--- config.mk ---
export PLATFORM = sky130hd
export DESIGN_NAME = rfa_core
export DESIGN_NICKNAME = d
export VERILOG_FILES = /design/src/hw/rfa_sram.v /design/src/hw/rfa_core.v
export VERILOG_INCLUDE_DIRS = /design/src /design/src/hw
export SDC_FILE = /design/constraint.sdc
export NUM_CORES = 2
export LEC_CHECK = 0
export BUFFER_PORTS_ARGS = -buffer_cell sky130_fd_sc_hd__buf_2
export CORE_ASPECT_RATIO = 0.9
export CORE_UTILIZATION = 35
export DETAILED_ROUTE_END_ITERATION = 6
export SLEW_MARGIN = 20
export SYNTH_ARGS = -nofsm -noshare
export SYNTH_HDL_FRONTEND = slang
export SYNTH_HIERARCHICAL = 1
export SYNTH_SLANG_ARGS = --single-unit
--- constraint.sdc ---
create_clock -name clk_i -period 14 [get_ports clk_i]
set_input_delay 2.8 -clock clk_i [delete_from_list [all_inputs] [get_ports clk_i]]
set_output_delay 2.8 -clock clk_i [all_outputs]
set_load 0.01 [all_outputs]
--- src/hw/rfa_defines.vh ---
// constants for the register file and data addressing core
`ifndef RFA_DEFINES_VH
`define RFA_DEFINES_VH

// register file
`define RFA_NREG        32
`define RFA_HI_BANK     1'b1
`define RFA_X_LO        5'h1a
`define RFA_Y_LO        5'h1c
`define RFA_Z_LO        5'h1e

// data space map
`define RFA_IO_BASE     16'h0020
`define RFA_SRAM_BASE   16'h0060
`define RFA_SRAM_END    16'h00e0
`define RFA_SRAM_AW     7
`define RFA_IO_SP       6'h3d

// region codes
`define RFA_RG_REG      2'h0
`define RFA_RG_IO       2'h1
`define RFA_RG_SRAM     2'h2
`define RFA_RG_NONE     2'h3

// addressing modes
`define RFA_M_DIRECT    3'h0
`define RFA_M_IO        3'h1
`define RFA_M_DISP      3'h2
`define RFA_M_IND       3'h3
`define RFA_M_PREDEC    3'h4
`define RFA_M_POSTINC   3'h5

// pointer selects
`define RFA_P_X         2'h0
`define RFA_P_Y         2'h1

// program side
`define RFA_PC_W        11
`define RFA_PC_MASK_SM  11'h3ff
`define RFA_PC_MASK_LG  11'h7ff
`define RFA_NOP         16'h0000

// interrupts
`define RFA_NIRQ        8
`define RFA_VEC_W       3

// reset values
`define RFA_SP_RST      8'h00
`define RFA_GPR_RST     8'h00

`endif

--- src/hw/rfa_sram.v ---
// 128 x 8 internal data memory with registered read data
`timescale 1ns/1ns
`include "rfa_defines.vh"

module rfa_sram (
	// clock
	input  wire                      clk_i,
	// access
	input  wire                      we_i,
	input  wire [`RFA_SRAM_AW-1:0]   addr_i,
	input  wire [7:0]                wdata_i,
	output reg  [7:0]                rdata_q
);

	reg [7:0] mem_q [0:(1<<`RFA_SRAM_AW)-1];

	// no reset on the array; contents are undefined after power-up
	always @(posedge clk_i) begin
		if (we_i) begin
			mem_q[addr_i] <= wdata_i;
		end
		rdata_q <= mem_q[addr_i];
	end

endmodule // rfa_sram

--- src/hw/rfa_core.v ---
// working register file, data-space decode, fetch and stack push
`timescale 1ns/1ns
`include "rfa_defines.vh"

module rfa_core #(
	parameter LARGE_VARIANT = 1
) (
	// clock and reset
	input  wire                     clk_i,
	input  wire                     sys_rst_i,
	// program fetch
	output wire [`RFA_PC_W-1:0]     prog_addr_o,
	input  wire [15:0]              prog_data_i,
	output wire [15:0]              instr_o,
	input  wire                     pc_load_i,
	input  wire [`RFA_PC_W-1:0]     pc_target_i,
	input  wire                     call_i,
	// register operands
	input  wire [4:0]               rd_sel_i,
	input  wire [4:0]               rr_sel_i,
	input  wire                     imm_form_i,
	input  wire                     alu_we_i,
	input  wire [7:0]               alu_res_i,
	output wire [7:0]               rd_data_o,
	output wire [7:0]               rr_data_o,
	// data access request
	input  wire                     mem_req_i,
	input  wire                     mem_we_i,
	input  wire [2:0]               mem_mode_i,
	input  wire [1:0]               ptr_sel_i,
	input  wire [5:0]               disp_i,
	input  wire [15:0]              direct_addr_i,
	input  wire [5:0]               io_addr_i,
	input  wire [4:0]               mem_reg_i,
	output wire                     busy_o,
	output wire                     mem_done_o,
	// peripheral i/o port
	output wire [5:0]               io_addr_o,
	output wire [7:0]               io_wdata_o,
	output wire                     io_we_o,
	output wire                     io_re_o,
	input  wire [7:0]               io_rdata_i,
	// interrupts
	input  wire                     int_en_i,
	input  wire [`RFA_NIRQ-1:0]     irq_i,
	output wire                     int_ack_o,
	output wire [`RFA_VEC_W-1:0]    int_vec_o,
	// status
	output wire [7:0]               stack_top_o
);

	localparam [1:0] S_IDLE = 2'h0;
	localparam [1:0] S_ACC1 = 2'h1;
	localparam [1:0] S_ACC2 = 2'h2;

	localparam [1:0] P_NONE = 2'h0;
	localparam [1:0] P_LO   = 2'h1;
	localparam [1:0] P_HI   = 2'h2;

	reg  [1:0]             state_q;
	reg  [1:0]             state_d;
	reg  [1:0]             push_q;
	reg  [`RFA_PC_W-1:0]   pc_q;
	reg  [`RFA_PC_W-1:0]   jump_q;
	reg  [15:0]            instr_q;
	reg  [7:0]             rd_data_q;
	reg  [7:0]             rr_data_q;
	reg  [4:0]             alu_dst_q;
	reg  [15:0]            addr_q;
	reg                    we_q;
	reg  [7:0]             wdata_q;
	reg  [4:0]             mreg_q;
	reg                    busy_q;
	reg                    done_q;
	reg  [5:0]             io_addr_q;
	reg  [7:0]             io_wdata_q;
	reg                    io_we_q;
	reg                    io_re_q;
	reg  [7:0]             io_rd_q;
	reg  [7:0]             ld_reg_q;
	reg                    ack_q;
	reg  [`RFA_VEC_W-1:0]  vec_q;
	reg  [7:0]             sp_q;

	wire [8*`RFA_NREG-1:0] gpr_flat;
	wire [7:0]             sram_rdata;

	// register file read helpers; pairs are even low, odd high
	reg  [4:0]             ptr_lo_idx;
	wire [4:0]             ptr_hi_idx;
	wire [15:0]            ptr_val;

	always @* begin
		case (ptr_sel_i)
			`RFA_P_X: ptr_lo_idx = `RFA_X_LO;
			`RFA_P_Y: ptr_lo_idx = `RFA_Y_LO;
			default:  ptr_lo_idx = `RFA_Z_LO;
		endcase
	end

	assign ptr_hi_idx = {ptr_lo_idx[4:1], 1'b1};
	assign ptr_val    = {gpr_flat[{ptr_hi_idx, 3'h0} +: 8],
	                     gpr_flat[{ptr_lo_idx, 3'h0} +: 8]};

	// data-space region of an address
	function [1:0] region;
		input [15:0] a;
		begin
			if (a < `RFA_IO_BASE)
				region = `RFA_RG_REG;
			else if (a < `RFA_SRAM_BASE)
				region = `RFA_RG_IO;
			else if (a < `RFA_SRAM_END)
				region = `RFA_RG_SRAM;
			else
				region = `RFA_RG_NONE;
		end
	endfunction

	// launch decode: what the next access targets
	reg                    take_mem;
	reg                    take_call;
	reg                    take_irq;
	reg                    launch_go;
	reg                    launch_we;
	reg  [15:0]            launch_addr;
	reg  [7:0]             launch_wdata;
	reg                    ptr_we;
	reg  [15:0]            ptr_new;
	reg  [`RFA_VEC_W-1:0]  irq_vec;
	integer                k;

	// lowest index is the lowest vector address and wins
	always @* begin
		irq_vec = {`RFA_VEC_W{1'b0}};
		for (k = `RFA_NIRQ - 1; k >= 0; k = k - 1) begin
			if (irq_i[k]) begin
				irq_vec = k[`RFA_VEC_W-1:0];
			end
		end
	end

	always @* begin
		take_mem     = (state_q == S_IDLE) && mem_req_i;
		take_call    = (state_q == S_IDLE) && !mem_req_i && call_i;
		take_irq     = (state_q == S_IDLE) && !mem_req_i && !call_i &&
		               int_en_i && (|irq_i);
		launch_go    = 1'b0;
		launch_we    = 1'b0;
		launch_addr  = 16'h0000;
		launch_wdata = 8'h00;
		ptr_we       = 1'b0;
		ptr_new      = ptr_val;
		if (take_mem) begin
			launch_go    = 1'b1;
			launch_we    = mem_we_i;
			launch_wdata = gpr_flat[{mem_reg_i, 3'h0} +: 8];
			case (mem_mode_i)
				`RFA_M_DIRECT: launch_addr = direct_addr_i;
				`RFA_M_IO:     launch_addr = {10'h000, io_addr_i} +
				                             `RFA_IO_BASE;
				`RFA_M_DISP:   launch_addr = ptr_val + {10'h000, disp_i};
				`RFA_M_PREDEC: begin
					launch_addr = ptr_val - 16'h0001;
					ptr_we      = 1'b1;
					ptr_new     = ptr_val - 16'h0001;
				end
				`RFA_M_POSTINC: begin
					launch_addr = ptr_val;
					ptr_we      = 1'b1;
					ptr_new     = ptr_val + 16'h0001;
				end
				default:       launch_addr = ptr_val;
			endcase
		end else if (take_call || take_irq) begin
			// low byte first; stack grows downward from the loaded pointer
			launch_go    = 1'b1;
			launch_we    = 1'b1;
			launch_addr  = {8'h00, sp_q};
			launch_wdata = pc_q[7:0];
		end else if ((state_q == S_ACC2) && (push_q == P_LO)) begin
			launch_go    = 1'b1;
			launch_we    = 1'b1;
			launch_addr  = {8'h00, sp_q};
			launch_wdata = {5'h00, pc_q[`RFA_PC_W-1:8]};
		end
	end

	wire [15:0] launch_io = launch_addr - `RFA_IO_BASE;
	wire [1:0]  launch_rg = region(launch_addr);
	wire        launch_sp = (launch_rg == `RFA_RG_IO) && (launch_io[5:0] == `RFA_IO_SP);
	wire [15:0] acc_io    = addr_q - `RFA_IO_BASE;
	wire [15:0] acc_sram  = addr_q - `RFA_SRAM_BASE;
	wire [1:0]  acc_rg    = region(addr_q);
	wire        acc_sp    = (acc_rg == `RFA_RG_IO) && (acc_io[5:0] == `RFA_IO_SP);
	wire        acc1      = (state_q == S_ACC1);
	wire        acc2      = (state_q == S_ACC2);
	wire        sram_we   = acc1 && we_q && (acc_rg == `RFA_RG_SRAM);

	// load data picked by the region of the finished access
	reg  [7:0] load_data;

	always @* begin
		case (acc_rg)
			`RFA_RG_REG:  load_data = ld_reg_q;
			`RFA_RG_IO:   load_data = acc_sp ? sp_q : io_rd_q;
			`RFA_RG_SRAM: load_data = sram_rdata;
			default:      load_data = 8'h00;
		endcase
	end

	// single general write port; memory side owns it while busy
	reg        wa_en;
	reg  [4:0] wa_idx;
	reg  [7:0] wa_data;

	always @* begin
		wa_en   = 1'b0;
		wa_idx  = alu_dst_q;
		wa_data = alu_res_i;
		if (acc1 && we_q && (acc_rg == `RFA_RG_REG) && (push_q == P_NONE)) begin
			wa_en   = 1'b1;
			wa_idx  = addr_q[4:0];
			wa_data = wdata_q;
		end else if (acc2 && !we_q && (push_q == P_NONE)) begin
			wa_en   = 1'b1;
			wa_idx  = mreg_q;
			wa_data = load_data;
		end else if (alu_we_i && (state_q == S_IDLE)) begin
			wa_en   = 1'b1;
		end
	end

	genvar g;
	generate
		for (g = 0; g < `RFA_NREG; g = g + 1) begin : g_gpr
			localparam [4:0] IDX = g;
			reg [7:0] q;
			always @(posedge clk_i or posedge sys_rst_i) begin
				if (sys_rst_i) begin
					q <= `RFA_GPR_RST;
				end else if (wa_en && (wa_idx == IDX)) begin
					q <= wa_data;
				end else if (ptr_we && (ptr_lo_idx == IDX)) begin
					q <= ptr_new[7:0];
				end else if (ptr_we && (ptr_hi_idx == IDX)) begin
					q <= ptr_new[15:8];
				end
			end
			assign gpr_flat[8*g +: 8] = q;
		end
	endgenerate

	// operand read; immediate forms map onto the upper half
	wire [4:0] rd_idx = imm_form_i ? {`RFA_HI_BANK, rd_sel_i[3:0]} : rd_sel_i;

	always @(posedge clk_i or posedge sys_rst_i) begin
		if (sys_rst_i) begin
			rd_data_q <= 8'h00;
			rr_data_q <= 8'h00;
			alu_dst_q <= 5'h00;
		end else begin
			// bypass so a back-to-back dependent operation sees the fresh value
			rd_data_q <= (wa_en && (wa_idx == rd_idx)) ? wa_data :
			             gpr_flat[{rd_idx, 3'h0} +: 8];
			rr_data_q <= (wa_en && (wa_idx == rr_sel_i)) ? wa_data :
			             gpr_flat[{rr_sel_i, 3'h0} +: 8];
			alu_dst_q <= rd_idx;
		end
	end

	// access sequencer
	always @* begin
		state_d = state_q;
		case (state_q)
			S_IDLE:  state_d = launch_go ? S_ACC1 : S_IDLE;
			S_ACC1:  state_d = S_ACC2;
			S_ACC2:  state_d = launch_go ? S_ACC1 : S_IDLE;
			default: state_d = S_IDLE;
		endcase
	end

	wire [`RFA_PC_W-1:0] pc_mask = LARGE_VARIANT ? `RFA_PC_MASK_LG : `RFA_PC_MASK_SM;

	always @(posedge clk_i or posedge sys_rst_i) begin
		if (sys_rst_i) begin
			state_q    <= S_IDLE;
			push_q     <= P_NONE;
			pc_q       <= {`RFA_PC_W{1'b0}};
			jump_q     <= {`RFA_PC_W{1'b0}};
			instr_q    <= `RFA_NOP;
			addr_q     <= 16'h0000;
			we_q       <= 1'b0;
			wdata_q    <= 8'h00;
			mreg_q     <= 5'h00;
			busy_q     <= 1'b0;
			done_q     <= 1'b0;
			io_addr_q  <= 6'h00;
			io_wdata_q <= 8'h00;
			io_we_q    <= 1'b0;
			io_re_q    <= 1'b0;
			io_rd_q    <= 8'h00;
			ld_reg_q   <= 8'h00;
			ack_q      <= 1'b0;
			vec_q      <= {`RFA_VEC_W{1'b0}};
			sp_q       <= `RFA_SP_RST;
		end else begin
			state_q <= state_d;
			busy_q  <= (state_d != S_IDLE);
			done_q  <= acc2 && (push_q == P_NONE);
			ack_q   <= take_irq;
			io_we_q <= launch_go && launch_we && (launch_rg == `RFA_RG_IO) && !launch_sp;
			io_re_q <= launch_go && !launch_we && (launch_rg == `RFA_RG_IO) && !launch_sp;
			if (launch_go) begin
				addr_q     <= launch_addr;
				we_q       <= launch_we;
				wdata_q    <= launch_wdata;
				io_addr_q  <= launch_io[5:0];
				io_wdata_q <= launch_wdata;
			end
			if (take_mem) begin
				mreg_q <= mem_reg_i;
			end
			if (take_call) begin
				jump_q <= pc_target_i & pc_mask;
				push_q <= P_LO;
			end
			if (take_irq) begin
				// one vector word per source at the bottom of program memory
				jump_q <= {{(`RFA_PC_W-`RFA_VEC_W){1'b0}}, irq_vec};
				vec_q  <= irq_vec;
				push_q <= P_LO;
			end
			if (launch_go && (take_call || take_irq || (push_q == P_LO))) begin
				sp_q <= sp_q - 8'h01;
			end else if (acc1 && we_q && acc_sp && (push_q == P_NONE)) begin
				sp_q <= wdata_q;
			end
			if (acc1) begin
				io_rd_q  <= io_rdata_i;
				ld_reg_q <= gpr_flat[{addr_q[4:0], 3'h0} +: 8];
			end
			if (acc2 && (push_q == P_LO)) begin
				push_q <= P_HI;
			end else if (acc2 && (push_q == P_HI)) begin
				push_q  <= P_NONE;
				pc_q    <= jump_q;
				instr_q <= `RFA_NOP;
			end
			// fetch runs only while nothing holds the pipe
			if ((state_q == S_IDLE) && !launch_go) begin
				if (pc_load_i) begin
					pc_q    <= pc_target_i & pc_mask;
					instr_q <= `RFA_NOP;
				end else begin
					pc_q    <= (pc_q + 1'b1) & pc_mask;
					instr_q <= prog_data_i;
				end
			end
		end
	end

	rfa_sram u_sram (
		.clk_i   (clk_i),
		.we_i    (sram_we),
		.addr_i  (acc_sram[`RFA_SRAM_AW-1:0]),
		.wdata_i (wdata_q),
		.rdata_q (sram_rdata)
	);

	assign prog_addr_o = pc_q;
	assign instr_o     = instr_q;
	assign rd_data_o   = rd_data_q;
	assign rr_data_o   = rr_data_q;
	assign busy_o      = busy_q;
	assign mem_done_o  = done_q;
	assign io_addr_o   = io_addr_q;
	assign io_wdata_o  = io_wdata_q;
	assign io_we_o     = io_we_q;
	assign io_re_o     = io_re_q;
	assign int_ack_o   = ack_q;
	assign int_vec_o   = vec_q;
	assign stack_top_o = sp_q;

endmodule // rfa_core

==> impl_metrics.sql <==
INSERT INTO impl_metrics (metric_group, metric, value, unit) VALUES
('synth', 'ys_types', '99', ''),
('worst_setup_path', 'timing.critical_path.to_type', 'flip-flop', ''),
('route', 'routed_wire_length_per_instance', '30.19', 'um'),
('outcome', 'outcome', 'completed', ''),
('cts', 'cts_tree', 'built', ''),
('sta', 'period_needed', '6309', 'ps'),
('synth', 'synth_largest_area_cell', 'sky130_fd_sc_hd__edfxtp_1', ''),
('synth', 'synth_fp_nets', '4966', ''),
('cts', 'max-clock-path-buffers', '3', ''),
('sta', 'maxSlewHeadroom', '0.1993', ''),
('cts', 'cts_setup_buffers', '0', ''),
('synth', 'post_synth_instance_area', '0.06663', 'mm^2'),
('job', 'maxcap_viol_count', '0', ''),
('route', 'route.vias.total', '46920', ''),
('route', 'viasPerCell', '6.193', ''),
('die', 'rows', '151', ''),
('worst_setup_path', 'path_class', 'in2reg', ''),
('finish', 'layout-drive-gt1-share', '0.2120', ''),
('worst_setup_path', 'path_max_fanout', '22', ''),
('synth', 'synth_warnings', '6', ''),
('global_routing', 'grt-ovfl-total', '0', ''),
('global_routing', 'global_route_wire_length_before_repair', '327900', 'um'),
('cts', 'ctsResizeCount', '0', ''),
('sta', 'layout_worst_path_cycle_share', '0.4506', ''),
('route', 'route.antenna.remaining_nets', '0', ''),
('synth', 'ys_async_sr_fraction', '0.2702', ''),
('global_routing', 'grt_pass1_vias', '44340', ''),
('route', 'post-route-drc-count', '0', ''),
('die', 'floorplan.initialDensity', '0.3530', ''),
('synth', 'ys_top_cells_by_area', 'sky130_fd_sc_hd__edfxtp_1 (46%), sky130_fd_sc_hd__dfrtp_1 (14%), sky130_fd_sc_hd__mux4_2 (11%)', ''),
('finish', 'final_net_count', '5038', ''),
('placed_design', 'sum_of_net_half_perimeters_after_detailed_placement', '146100', 'um'),
('placed_design', 'io_buffer_count', '180', ''),
('finish', 'flow.area_growth_from_synthesis', '12.78', '%'),
('finish', 'finish.cell_count_without_fillers', '7577', ''),
('cts', 'cts_sinks', '1414', ''),
('worst_setup_path', 'worst_setup_path_start_kind', 'input pin', ''),
('synth', 'yosysSeqAreaShare', '0.6073', ''),
('synth', 'synth-edff-count', '1024', ''),
('die', 'floorplan.die.width', '461.9', 'um'),
('global_routing', 'grt_start_max_net_pins', '129', ''),
('cts', 'cts_made_buffers', '153', ''),
('sta', 'final_max_slew_viol_count', '0', ''),
('cts', 'htreeDepth', '4', ''),
('synth', 'synth_seq_cells', '1414', ''),
('synth', 'post_synth_inst_count', '4847', ''),
('sta', 'finalClockSkew', '54.42', 'ps'),
('sta', 'rsz0062_at_grt', 'false', ''),
('worst_setup_path', 'crit_required', '14720', 'ps'),
('route', 'firstDrtPassIters', '6', ''),
('die', 'io-pin-count', '181', ''),
('sta', 'finalSetupTns', '0', 'ps'),
('cts', 'holdBufCountCts', '0', ''),
('die', 'fp.dieH', '415.9', 'um'),
('cts', 'cts_root_buffer', 'sky130_fd_sc_hd__clkbuf_16', ''),
('sta', 'worst_slew_pin_slew', '1199', 'ps'),
('placed_design', 'place.gp.congestion', '0.9276', ''),
('power', 'vdd_ir_drop_max', '0.0001677', 'V'),
('sta', 'fmaxAchievable', '158.5', 'MHz'),
('sta', 'setup_viol', '0', ''),
('global_routing', 'grtUsageTotal', '0.2347', ''),
('route', 'drt-initial-drc-count', '6471', ''),
('power', 'power_per_cell_area', '214.4', 'mW/mm^2'),
('synth', 'synthFlopType', 'sky130_fd_sc_hd__edfxtp_1', ''),
('cts', 'clkLatencyLatePin', '830', 'ps'),
('route', 'total_routed_wirelength', '228700', 'um'),
('min_path', 'hold_path.class', 'reg2reg', ''),
('power', 'power.static_leakage', '0.02611', 'uW'),
('die', 'coreArea', '0.1887', 'mm^2'),
('synth', 'syn-mean-instance-area', '13.75', 'um^2'),
('sta', 'fin_hold_ws', '475.3', 'ps'),
('sta', 'final-hold-violation-count', '0', ''),
('cts', 'worst_setup_hold_path_clk_slew', '60', 'ps'),
('worst_setup_path', 'timing.critical_path.arrival', '7030', 'ps'),
('synth', 'proportion_of_netlist_area_held_by_the_largest_area_contributor', '0.4615', ''),
('global_routing', 'antenna_found_initial', '11', ''),
('placed_design', 'dp.cells', '7288', ''),
('die', 'die_area', '0.1921', 'mm^2');
==> layout make-up <==
cell class,count,area (um^2)
antenna,5,12.51
clock buffer,203,4169
clock inverter,81,942.2
fill,17430,113600
inverter,34,137.6
multi-input combinational,3011,24320
sequential,1414,40520
tap,2524,3158
timing repair buffer,305,1899
==> cells in the mapped netlist (19+ instances only) <==
library cell / count
sky130_fd_sc_hd__nand4_1: 20
sky130_fd_sc_hd__buf_6: 25
sky130_fd_sc_hd__mux2_2: 111
sky130_fd_sc_hd__nand2_1: 488
sky130_fd_sc_hd__o22ai_1: 46
sky130_fd_sc_hd__mux4_2: 318
sky130_fd_sc_hd__nor2_1: 338
sky130_fd_sc_hd__mux2i_1: 179
sky130_fd_sc_hd__a21oi_1: 201
sky130_fd_sc_hd__xnor2_1: 21
sky130_fd_sc_hd__edfxtp_1: 1024
sky130_fd_sc_hd__nor3_1: 45
sky130_fd_sc_hd__o211ai_1: 25
sky130_fd_sc_hd__o221ai_1: 24
sky130_fd_sc_hd__nor2b_1: 25
sky130_fd_sc_hd__a22oi_1: 82
sky130_fd_sc_hd__o21ai_0: 352
sky130_fd_sc_hd__buf_2: 96
sky130_fd_sc_hd__clkbuf_1: 202
sky130_fd_sc_hd__buf_1: 45
sky130_fd_sc_hd__a221o_1: 25
sky130_fd_sc_hd__nand3_1: 60
sky130_fd_sc_hd__a211oi_1: 25
sky130_fd_sc_hd__inv_1: 26
sky130_fd_sc_hd__a221oi_1: 225
sky130_fd_sc_hd__a22o_1: 58
sky130_fd_sc_hd__a31oi_1: 19
sky130_fd_sc_hd__nand2b_1: 21
sky130_fd_sc_hd__buf_4: 20
sky130_fd_sc_hd__dfrtp_1: 382
==> placed cells by master (no fill, tap or decap), drive strengths merged, types with 14 or more instances in the layout <==
cell,n
nor3,51
mux2,118
dfrtp,382
o211ai,25
a22o,58
buf,305
nor4,21
nand3,60
o21ai,363
a222oi,15
edfxtp,1024
nand2,488
a31oi,19
xor2,15
mux2i,180
o221ai,25
a221oi,228
mux4,318
clkinv,53
a211oi,25
o22ai,46
o21a,19
inv,45
a22oi,83
and2,15
nor2,345
nand2b,21
a21oi,201
a221o,25
clkbuf,203
nor2b,27
xnor2,21
a21o,14
nand4,22
==> final timing paths <==
| path | startpoint | end | slack (ps) | cells after the start |
|---|---|---|---|---|
| setup / recovery | ptr_sel_i[0] | io_we_o | 7690 | 16 |
| hold / removal | io_rd_q[1] | io_rd_q[1] | 480 | 2 |
| setup reg to reg | addr_q[10] | u_sram/mem_q[63][6] | 8910 | 5 |
| hold reg to reg | io_rd_q[1] | io_rd_q[1] | 480 | 2 |
| max in group asynchronous | sys_rst_i | g_gpr[15].q[4] | 9320 | 4 |
| min in group asynchronous | sys_rst_i | int_vec_o[2] | 2200 | 2 |
==> flip-flops by register name (all words and copies together), names as in the netlist, 11 cells and up <==
name          count
prog_addr_o      11
jump_q           11
g_gpr.q         256
instr_o          16
u_sram/mem_q   1024
addr_q           16
==> report_power, final <==
part | total, uW | internal (uW) | switching [uW]
clock | 4130 | 2350 | 1770
combinational | 5960 | 2080 | 3880
sequential | 6020 | 5270 | 747
total | 16100 | 9710 | 6400
==> worst max-delay path, cell delays in order <==
cell and delay, ps:
sky130_fd_sc_hd__buf_2 490, sky130_fd_sc_hd__mux2i_1 180, sky130_fd_sc_hd__o21a_2 260, sky130_fd_sc_hd__inv_2 180
sky130_fd_sc_hd__ha_1 230, sky130_fd_sc_hd__inv_1 70, sky130_fd_sc_hd__fa_1 410, sky130_fd_sc_hd__nor2b_1 230
sky130_fd_sc_hd__o31ai_1 140, sky130_fd_sc_hd__a21oi_1 580, sky130_fd_sc_hd__nand4_1 200, sky130_fd_sc_hd__mux2i_1 170
sky130_fd_sc_hd__o31ai_1 330, sky130_fd_sc_hd__o2111ai_1 250, sky130_fd_sc_hd__a2111oi_2 280, sky130_fd_sc_hd__nor3b_2 210
==> logic make-up after synthesis <==
family	Yosys count	share of synthesized area
fa+ha+maj	11	0.002178
xor+xnor	36	0.004732
compound gates	1238	0.1273
simple gates	1110	0.07427
flops	1414	0.6073
mux	616	0.1547
buf+inv	422	0.02952
==> stage by stage <==
stage / power [uW] / setup WS, ps / utilization / area (um^2)
after detailed placement: 11900 / 6967 / 0.3710 / 70020
final: 16110 / 7691 / 0.3982 / 75150
after CTS: 16020 / 7805 / 0.3981 / 75130
after floorplan: 9512 / 585.9 / - / 66630
after global routing: 16670 / 7387 / 0.3981 / 75140
after global placement: 11830 / 6948 / 0.3709 / 70000
==> layer usage <==
layer / GRT usage / wire length [um]
met5: 0 / 27
met4: 0.09809 / 9864
met3: 0.05067 / 24670
met2: 0.3420 / 99950
met1: 0.3367 / 94230
Power figures use the tool's default switching activity.
